[config.mk]
export PLATFORM = sky130hd
export DESIGN_NAME = rtcc_top
export DESIGN_NICKNAME = d
export VERILOG_FILES = /design/src/shared/rtcc_pkg.sv /design/src/rtl/rtcc_timer.sv /design/src/rtl/rtcc_mcd.sv /design/src/rtl/rtcc_top.sv
export VERILOG_INCLUDE_DIRS = /design/src /design/src/shared
export SDC_FILE = /design/constraint.sdc
export NUM_CORES = 1
export LEC_CHECK = 0
export ABC_AREA = 1
export BUFFER_PORTS_ARGS = -buffer_cell sky130_fd_sc_hd__buf_2
export CORE_MARGIN = 2
export CORE_UTILIZATION = 55
export DETAILED_ROUTE_END_ITERATION = 12
export PLACE_DENSITY = 0.76
export SYNTH_ARGS = -nofsm -noshare
export SYNTH_HDL_FRONTEND = slang
export SYNTH_SLANG_ARGS = --single-unit
[constraint.sdc]
create_clock -name CLOCK -period 2.86 [get_ports CLOCK]
set_input_delay 0.143 -clock CLOCK [delete_from_list [all_inputs] [get_ports CLOCK]]
set_output_delay 0.143 -clock CLOCK [all_outputs]
set_load 0.1 [all_outputs]
[src/shared/rtcc_defs.svh]
// offsets, field positions, reset values and timing counts of the rtc control block
// assumes a 20 MHz system clock and a 32-bit apb with word-aligned registers
`ifndef RTCC_DEFS_SVH
`define RTCC_DEFS_SVH

// ----------------------------------------------------------------
// register indices (byte address is four times the index)
// ----------------------------------------------------------------
`define RTCC_IDX_CAPTURE0 6'h00
`define RTCC_IDX_CAPTURE3 6'h03
`define RTCC_IDX_CONTROL 6'h04
`define RTCC_IDX_ALARM0 6'h08
`define RTCC_IDX_ALARM3 6'h0B
`define RTCC_IDX_INT_STATUS 6'h10
`define RTCC_IDX_INT_MASK 6'h11

// ----------------------------------------------------------------
// control register fields
// ----------------------------------------------------------------
`define RTCC_CTRL_OSC_EN 7
`define RTCC_CTRL_MCD_EN 6
`define RTCC_CTRL_OSC_FAIL 5
`define RTCC_CTRL_RUN 4
`define RTCC_CTRL_ALARM_EN 3
`define RTCC_CTRL_ALARM 2
`define RTCC_CTRL_LOAD 1
`define RTCC_CTRL_SNAP 0
`define RTCC_CTRL_RESET 8'h00

// ----------------------------------------------------------------
// interrupt status and mask fields
// ----------------------------------------------------------------
`define RTCC_INT_ALARM 0
`define RTCC_INT_FAIL 1
`define RTCC_INT_RESET 2'h0
`define RTCC_BYTE_RESET 8'h00

// ----------------------------------------------------------------
// timing
// ----------------------------------------------------------------
`define RTCC_CLK_HZ 20000000
`define RTCC_MCD_TIME_US 100
`define RTCC_MCD_CYCLES ((`RTCC_MCD_TIME_US * `RTCC_CLK_HZ) / 1000000)

`endif

[src/shared/rtcc_pkg.sv]
// types shared by the rtc control block
// assumes the constants header is included by each design file
package rtcc_pkg;

	typedef logic [31:0] rtcc_word_t;
	typedef logic [7:0] rtcc_byte_t;

	// ----------------------------------------------------------------
	// register select after address decode
	// ----------------------------------------------------------------
	typedef enum logic [2:0] {
		SEL_NONE = 3'b000,
		SEL_CAPTURE = 3'b001,
		SEL_CONTROL = 3'b010,
		SEL_ALARM = 3'b011,
		SEL_STATUS = 3'b100,
		SEL_MASK = 3'b101
	} rtcc_sel_e;

endpackage

[src/rtl/rtcc_timer.sv]
// 32-bit rtc timer with load and zero on oscillator ticks
// assumes tick is a one-cycle pulse per oscillator cycle
`timescale 1ns/1ps
`include "rtcc_defs.svh"

module rtcc_timer #(
	parameter int WIDTH = 32
) (
	input wire logic clk,
	input wire logic rst,
	input wire logic tick,
	input wire logic run,
	input wire logic load,
	input wire logic zero,
	input wire logic [WIDTH-1:0] load_value,
	output logic [WIDTH-1:0] count
);

	// load and zero act even when stopped; neither halts counting afterwards
	always_ff @(posedge clk) begin
		if (rst) begin
			count <= '0;
		end else if (tick) begin
			if (load) begin
				count <= load_value;
			end else if (zero) begin
				count <= '0;
			end else if (run) begin
				count <= count + 1'b1;
			end
		end
	end
endmodule

[src/rtl/rtcc_mcd.sv]
// missing-clock detector on the sampled oscillator level
// assumes osc_level is synchronous to clk
`timescale 1ns/1ps
`include "rtcc_defs.svh"

module rtcc_mcd #(
	parameter int LIMIT = `RTCC_MCD_CYCLES,
	parameter int CW = 12
) (
	input wire logic clk,
	input wire logic rst,
	input wire logic enable,
	input wire logic osc_level,
	output logic fail
);

	logic level_prev_reg;
	logic [CW-1:0] cnt_reg;

	always_ff @(posedge clk) begin
		if (rst) begin
			level_prev_reg <= 1'b0;
		end else begin
			level_prev_reg <= osc_level;
		end
	end

	// saturates one past the limit so a stall fires only once
	always_ff @(posedge clk) begin
		if (rst || !enable || (osc_level != level_prev_reg)) begin
			cnt_reg <= '0;
		end else if (cnt_reg != CW'(LIMIT + 1)) begin
			cnt_reg <= cnt_reg + 1'b1;
		end
	end

	assign fail = enable && (osc_level == level_prev_reg) && (cnt_reg == CW'(LIMIT));
endmodule

[src/rtl/rtcc_top.sv]
// rtc control and status register with timer, alarm and missing-clock detector
// assumes apb master on CLOCK and RTC_OSC sampled synchronously to CLOCK
//
// Functional notes
// - bit 7 switches oscillator and bias on
// - bit 6 enables missing-clock detector
// - detector sets sticky oscillator-fail flag bit 5
// - bit 4 runs timer, clear holds count
// - bit 3 enables alarm; disable clears flag
// - reading bit 2 returns alarm flag
// - writing bit 2 sets auto-reset enable
// - bit 1 loads timer, self-clears when done
// - bit 0 snapshots timer, self-clears when done
// - alarm flag lasts one oscillator cycle at most
// - running timer increments every oscillator cycle
// - alarm when timer equals match value
// - auto-reset zeroes timer cycle after alarm
// - detector fires on level stuck over 100us
`timescale 1ns/1ps
`include "rtcc_defs.svh"

module rtcc_top #(
	parameter int MCD_CYCLES = `RTCC_MCD_CYCLES
) (
	input wire logic CLOCK,
	input wire logic RESET,
	input wire logic PSEL,
	input wire logic PENABLE,
	input wire logic PWRITE,
	input wire logic [7:0] PADDR,
	input wire logic [31:0] PWDATA,
	output logic [31:0] PRDATA,
	output logic PREADY,
	output logic PSLVERR,
	input wire logic RTC_OSC,
	output logic OSC_ENABLE,
	output logic ALARM_EVENT,
	output logic IRQ
);

	// ----------------------------------------------------------------
	// declarations
	// ----------------------------------------------------------------
	rtcc_pkg::rtcc_sel_e sel;
	logic [5:0] idx;
	logic wr;
	logic wr_ctrl;
	logic rd_setup;
	logic osc_en_reg;
	logic mcd_en_reg;
	logic fail_reg;
	logic run_reg;
	logic aen_reg;
	logic autorst_reg;
	logic load_req_reg;
	logic snap_req_reg;
	logic alarm_reg;
	logic zero_pend_reg;
	logic osc_prev_reg;
	logic tick;
	logic match_hit;
	logic fail_pulse;
	logic [1:0] int_status_reg;
	logic [1:0] int_mask_reg;
	logic [1:0] int_event;
	rtcc_pkg::rtcc_byte_t capture_reg [0:3];
	rtcc_pkg::rtcc_byte_t match_reg [0:3];
	rtcc_pkg::rtcc_byte_t ctrl_byte;
	rtcc_pkg::rtcc_word_t capture_word;
	rtcc_pkg::rtcc_word_t match_word;
	rtcc_pkg::rtcc_word_t timer_count;
	rtcc_pkg::rtcc_word_t rd_mux;
	rtcc_pkg::rtcc_word_t prdata_reg;

	// ----------------------------------------------------------------
	// apb decode
	// ----------------------------------------------------------------
	assign idx = PADDR[7:2];

	always_comb begin
		sel = rtcc_pkg::SEL_NONE;
		if (PADDR[1:0] == 2'b00) begin
			if (idx >= `RTCC_IDX_CAPTURE0 && idx <= `RTCC_IDX_CAPTURE3) begin
				sel = rtcc_pkg::SEL_CAPTURE;
			end else if (idx == `RTCC_IDX_CONTROL) begin
				sel = rtcc_pkg::SEL_CONTROL;
			end else if (idx >= `RTCC_IDX_ALARM0 && idx <= `RTCC_IDX_ALARM3) begin
				sel = rtcc_pkg::SEL_ALARM;
			end else if (idx == `RTCC_IDX_INT_STATUS) begin
				sel = rtcc_pkg::SEL_STATUS;
			end else if (idx == `RTCC_IDX_INT_MASK) begin
				sel = rtcc_pkg::SEL_MASK;
			end
		end
	end

	// zero wait states: write data and read data are settled by the access phase
	assign wr = PSEL && PENABLE && PWRITE;
	assign wr_ctrl = wr && (sel == rtcc_pkg::SEL_CONTROL);
	assign rd_setup = PSEL && !PENABLE && !PWRITE;
	assign PREADY = 1'b1;
	assign PSLVERR = PSEL && PENABLE && (sel == rtcc_pkg::SEL_NONE);

	// ----------------------------------------------------------------
	// oscillator tick
	// ----------------------------------------------------------------
	always_ff @(posedge CLOCK) begin
		if (RESET) begin
			osc_prev_reg <= 1'b0;
		end else begin
			osc_prev_reg <= RTC_OSC;
		end
	end

	// a disabled oscillator delivers no cycles, so load and snapshot stall too
	assign tick = osc_en_reg && RTC_OSC && !osc_prev_reg;

	// ----------------------------------------------------------------
	// control register
	// ----------------------------------------------------------------
	always_ff @(posedge CLOCK) begin
		if (RESET) begin
			osc_en_reg <= 1'b0;
			mcd_en_reg <= 1'b0;
			run_reg <= 1'b0;
			aen_reg <= 1'b0;
			autorst_reg <= 1'b0;
		end else if (wr_ctrl) begin
			osc_en_reg <= PWDATA[`RTCC_CTRL_OSC_EN];
			mcd_en_reg <= PWDATA[`RTCC_CTRL_MCD_EN];
			run_reg <= PWDATA[`RTCC_CTRL_RUN];
			aen_reg <= PWDATA[`RTCC_CTRL_ALARM_EN];
			autorst_reg <= PWDATA[`RTCC_CTRL_ALARM];
		end
	end

	// hardware set wins over a same-cycle software clear
	always_ff @(posedge CLOCK) begin
		if (RESET) begin
			fail_reg <= 1'b0;
		end else if (fail_pulse) begin
			fail_reg <= 1'b1;
		end else if (wr_ctrl && !PWDATA[`RTCC_CTRL_OSC_FAIL]) begin
			fail_reg <= 1'b0;
		end
	end

	// a rewrite of 1 in the completing cycle re-arms the request
	always_ff @(posedge CLOCK) begin
		if (RESET) begin
			load_req_reg <= 1'b0;
			snap_req_reg <= 1'b0;
		end else begin
			if (wr_ctrl && PWDATA[`RTCC_CTRL_LOAD]) begin
				load_req_reg <= 1'b1;
			end else if (tick) begin
				load_req_reg <= 1'b0;
			end
			if (wr_ctrl && PWDATA[`RTCC_CTRL_SNAP]) begin
				snap_req_reg <= 1'b1;
			end else if (tick) begin
				snap_req_reg <= 1'b0;
			end
		end
	end

	assign ctrl_byte = {osc_en_reg, mcd_en_reg, fail_reg, run_reg, aen_reg, alarm_reg, load_req_reg, snap_req_reg};

	// ----------------------------------------------------------------
	// capture and alarm match bytes
	// ----------------------------------------------------------------
	genvar gi;
	generate
		for (gi = 0; gi < 4; gi++) begin : g_bytes
			always_ff @(posedge CLOCK) begin
				if (RESET) begin
					capture_reg[gi] <= `RTCC_BYTE_RESET;
				end else if (snap_req_reg && tick) begin
					capture_reg[gi] <= timer_count[8*gi +: 8];
				end else if (wr && sel == rtcc_pkg::SEL_CAPTURE && idx[1:0] == 2'(gi)) begin
					capture_reg[gi] <= PWDATA[7:0];
				end
			end
			always_ff @(posedge CLOCK) begin
				if (RESET) begin
					match_reg[gi] <= `RTCC_BYTE_RESET;
				end else if (wr && sel == rtcc_pkg::SEL_ALARM && idx[1:0] == 2'(gi)) begin
					match_reg[gi] <= PWDATA[7:0];
				end
			end
		end
	endgenerate

	assign capture_word = {capture_reg[3], capture_reg[2], capture_reg[1], capture_reg[0]};
	assign match_word = {match_reg[3], match_reg[2], match_reg[1], match_reg[0]};

	// ----------------------------------------------------------------
	// timer and missing-clock detector
	// ----------------------------------------------------------------
	rtcc_timer #(
		.WIDTH(32)
	) u_timer (
		.clk(CLOCK),
		.rst(RESET),
		.tick(tick),
		.run(run_reg),
		.load(load_req_reg),
		.zero(zero_pend_reg),
		.load_value(capture_word),
		.count(timer_count)
	);

	rtcc_mcd #(
		.LIMIT(MCD_CYCLES),
		.CW(12)
	) u_mcd (
		.clk(CLOCK),
		.rst(RESET),
		.enable(mcd_en_reg),
		.osc_level(RTC_OSC),
		.fail(fail_pulse)
	);

	// ----------------------------------------------------------------
	// alarm
	// ----------------------------------------------------------------
	// compared before the same tick advances the timer
	assign match_hit = tick && aen_reg && (timer_count == match_word) && !alarm_reg;

	always_ff @(posedge CLOCK) begin
		if (RESET) begin
			alarm_reg <= 1'b0;
		end else if (wr_ctrl && !PWDATA[`RTCC_CTRL_ALARM_EN]) begin
			alarm_reg <= 1'b0;
		end else if (tick) begin
			alarm_reg <= match_hit;
		end
	end

	// zero lands one oscillator cycle after the flag drops
	always_ff @(posedge CLOCK) begin
		if (RESET) begin
			zero_pend_reg <= 1'b0;
		end else if (tick) begin
			zero_pend_reg <= alarm_reg && autorst_reg;
		end
	end

	assign ALARM_EVENT = alarm_reg;
	assign OSC_ENABLE = osc_en_reg;

	// ----------------------------------------------------------------
	// interrupts
	// ----------------------------------------------------------------
	assign int_event[`RTCC_INT_ALARM] = match_hit;
	assign int_event[`RTCC_INT_FAIL] = fail_pulse;

	// write one to clear; a new event in the same cycle wins
	always_ff @(posedge CLOCK) begin
		if (RESET) begin
			int_status_reg <= `RTCC_INT_RESET;
		end else begin
			int_status_reg <= int_event | (int_status_reg &
				~((wr && sel == rtcc_pkg::SEL_STATUS) ? PWDATA[1:0] : 2'b00));
		end
	end

	always_ff @(posedge CLOCK) begin
		if (RESET) begin
			int_mask_reg <= `RTCC_INT_RESET;
		end else if (wr && sel == rtcc_pkg::SEL_MASK) begin
			int_mask_reg <= PWDATA[1:0];
		end
	end

	assign IRQ = |(int_status_reg & int_mask_reg);

	// ----------------------------------------------------------------
	// read data
	// ----------------------------------------------------------------
	always_comb begin
		case (sel)
			rtcc_pkg::SEL_CONTROL: rd_mux = {24'h00_0000, ctrl_byte};
			rtcc_pkg::SEL_CAPTURE: rd_mux = {24'h00_0000, capture_reg[idx[1:0]]};
			rtcc_pkg::SEL_ALARM: rd_mux = {24'h00_0000, match_reg[idx[1:0]]};
			rtcc_pkg::SEL_STATUS: rd_mux = {30'h0000_0000, int_status_reg};
			rtcc_pkg::SEL_MASK: rd_mux = {30'h0000_0000, int_mask_reg};
			default: rd_mux = 32'h0000_0000;
		endcase
	end

	// sampled in the setup cycle so PRDATA comes from a flip-flop
	always_ff @(posedge CLOCK) begin
		if (RESET) begin
			prdata_reg <= 32'h0000_0000;
		end else if (rd_setup) begin
			prdata_reg <= rd_mux;
		end
	end

	assign PRDATA = prdata_reg;
endmodule

==> metrics <==
PwrDens=around 540 nW/um2; die span in y=121 um; critical path endpoint category=flip-flop; ANT cells=0; R2R cell count=11; area of the multi-input gates=3570 um2; HP Start=PWDATA[6]; Reg area=~3300 um2; final hold violations=0; #FFs+latches synth=between 100 and 150; CTS tree=yes; CP Class=flip-flop to flip-flop; WP buf/inv=1; die span in x=around 120 um; Final WS setup=around 530 ps; Leakage=about 3.2 nW; # placed instances=between 1000 and 1500; die footprint=around 15000 um2; Setup Viol. Count Final=0; GP Congestion=slightly above 0.9; CTS buffer count=17; Port-buffer cells=33; share of layout cells above drive strength 1=0.0982; Final Cell Area=approximately 8400 um2; Synth cell types=42; WP data required=around 3200 ps; CTS Sinks=~130; Critical Path, Cell by Cell=ha_1 > nand2_1 > nor2_1 > inv_1 > nor2_1 > nand3_1 > nor2_1 > nand2_1 > a21oi_1 > o21ai_0 > a21oi_1; H-tree levels=4; CP max stage cell=dfxtp_1; vias per std cell=a little over 6; P&R area growth vs syn=10.9%; FF-to-FF End=u_timer.count[20]; iteration-0 DRC count of the detailed router=1117; Async SR Flop Fraction=0; pre-CTS WS=about 680 ps; CP startpoint=u_timer.count[1]; Post-route DRC=0; Syn Inst Count=slightly below 1000; Post-synth EDFFs=64; Antenna Nets Post-Route=0; final core utilization=0.628; Worst Max-Slew Pin Slew=1170 ps; Initial Util=0.566; drt pass-1 iters=6; hold-critical path depth=3; worst vdd ir=0.000379 V; Hold Path Class=input pin to flip-flop; setup slack, reg-to-reg=530 ps; hpwl dp=roughly 16000 um; Post-DP Area=just under 8000 um2; CP max FO=4; Worst Path Arrival=~2700 ps; hold_ws=28.3 ps; total power=about 4.5 mW; status=completed; final-report max-slew violation count=0; Root Driver=clkbuf_16; MaxCap Viol Count=0; initial antenna violation count=0; startpoint types=flip-flop; largest net degree at the start of global routing=42; Final min period=2330 ps; maximum root-to-sink buffer count=2; Synth Warn #=0; Seq/Total Area, Yosys=0.433; Total Nets Final=approximately 1100; launch point of the worst reg-to-reg path=u_timer.count[1]; final WL=approximately 23000 um; total negative setup slack=0 ps; Hold EP=mcd_en_reg; Site Rows=42; Post-CTS Setup Bufs=0; Fill cells=about 1100; IO Count=between 80 and 90; Max Freq=between 400 and 500 MHz; Max-Slew Margin vs Limit=0.218; RSZ-0062 raised after global routing=false; first-pass GRT wire length=approximately 35000 um; grt ovf=0; GRT Total Usage=0.319; Synth Flop Type=dfxtp_1; period utilization=0.814; Syn Std Cell Area=between 7000 and 8000 um2; max incr delay on CP=380 ps; vias in the first global route=~6500; Routed WL per cell=roughly 19 um; worst skew pair latency=~440 ps; clock slew at reported path FFs=roughly 50 ps; final setup skew=about 11 ps; crit-path most repeated cell=nor2_1; Non-Filler Instances=around 1200; Syn Area/Cell=a little under 8 um2; Core Region=between 10000 and 15000 um2; total number of vias=about 7300; CP delay by family, top=simple AND/OR/NAND/NOR gates
==> tightest hold or removal path, stage by stage <==
cell and delay [ps]:
buf_2 90, o21ai_0 80, a21oi_1 110
==> cell type report <==
type / count / share of cell area
Multi-Input combinational cell: 688 / 0.428
Sequential cell: 131 / 0.391
Clock buffer: 28 / 0.0658
Inverter: 122 / 0.0551
Timing Repair Buffer: 46 / 0.0324
Tap cell: 176 / 0.0264
Clock inverter: 3 / 0.00180
==> cells in the final DEF, fill, tap and decap left out, types with 3 or more instances in the layout <==
cell,netlist,final
edfxtp_1,64,64
ha_1,4,4
o21ai_0,57,57
dfxtp_1,67,67
o22ai_1,45,45
clkbuf_8,0,4
o211ai_1,8,8
conb_1,2,25
a21oi_1,94,94
buf_4,26,10
nand2_2,4,4
a211oi_1,3,3
clkbuf_1,22,5
xor2_1,9,9
clkbuf_16,0,19
nor3_1,22,21
nor2_1,98,98
dlygate4sd3_1,0,3
or2_2,4,4
nand3_4,9,9
nor3b_1,4,4
nand3_1,42,42
inv_1,114,114
o2bb2ai_1,3,3
inv_2,3,3
nand2_1,187,187
clkinv_1,4,4
xnor2_1,7,7
clkinv_2,0,3
a22o_1,3,3
a22oi_1,8,8
nand4_1,28,28
a221oi_1,10,10
buf_2,6,33
==> what timing repair did <==
action | 4_1_cts | 5_1_grt
endpoints found under the hold margin | 3 | 0
endpoints found under the setup margin | 0 | 0
resized for setup | 0 | 0
hold buffers | 3 | 0
==> how the worst max path moves through the flow <==
stage,end,slack (ps),cells after the start
floorplan,IRQ,260,2
global placement,u_timer.count[20],680,11
detailed placement,u_timer.count[20],680,11
CTS,u_timer.count[20],660,11
global route,u_timer.count[24],250,10
finish,u_timer.count[20],530,11
==> cells in the mapped netlist, types with 3 or more instances <==
master	count	share of area
nand2_2	4	0.0033
nand4_1	28	0.023
o2bb2ai_1	3	0.0035
nor3b_1	4	0.0040
o211ai_1	8	0.0080
buf_2	6	0.0040
o21ai_0	57	0.038
nand3_1	42	0.028
inv_1	114	0.057
a221oi_1	10	0.012
buf_4	26	0.026
a22o_1	3	0.0035
nor3_1	22	0.015
xor2_1	9	0.010
nor2_1	98	0.049
o22ai_1	45	0.037
clkinv_1	4	0.0020
inv_2	3	0.0015
edfxtp_1	64	0.26
a22oi_1	8	0.0080
a211oi_1	3	0.0030
a21oi_1	94	0.062
ha_1	4	0.0066
xnor2_1	7	0.0081
or2_2	4	0.0033
clkbuf_1	22	0.011
nand2_1	187	0.093
dfxtp_1	67	0.18
nand3_4	9	0.021
==> cells by family (layout without fill, tap and decap cells) <==
group	after synthesis	after routing	share of synthesized area
xor gates and xnor gates	16	16	0.0186
other	2	25	0.000997
DFF	131	131	0.433
and+or+nand+nor	407	407	0.255
AOI/OAI and AO/OA	236	236	0.181
buffers and inverters	179	199	0.105
adders and majority gates	4	4	0.00665
==> power breakdown <==
part	switching (mW)	internal, mW	leakage, nW
clock	0.777	1.29	0.281
combinational	0.325	0.0611	1.69
sequential	0.0273	2.00	1.18
total	1.13	3.36	3.15
==> routing by layer <==
metal  up-vias  share of wire  wire (um)  global-route usage
li1       3364              -          -                   -
met1      3415           0.38       8850               0.427
met2       478           0.46      10500               0.485
met3        58           0.13       2890              0.0827
met4         0          0.035        810               0.141
met5         -              0          0                   0
No activity file was read; power rests on OpenSTA's default activity.
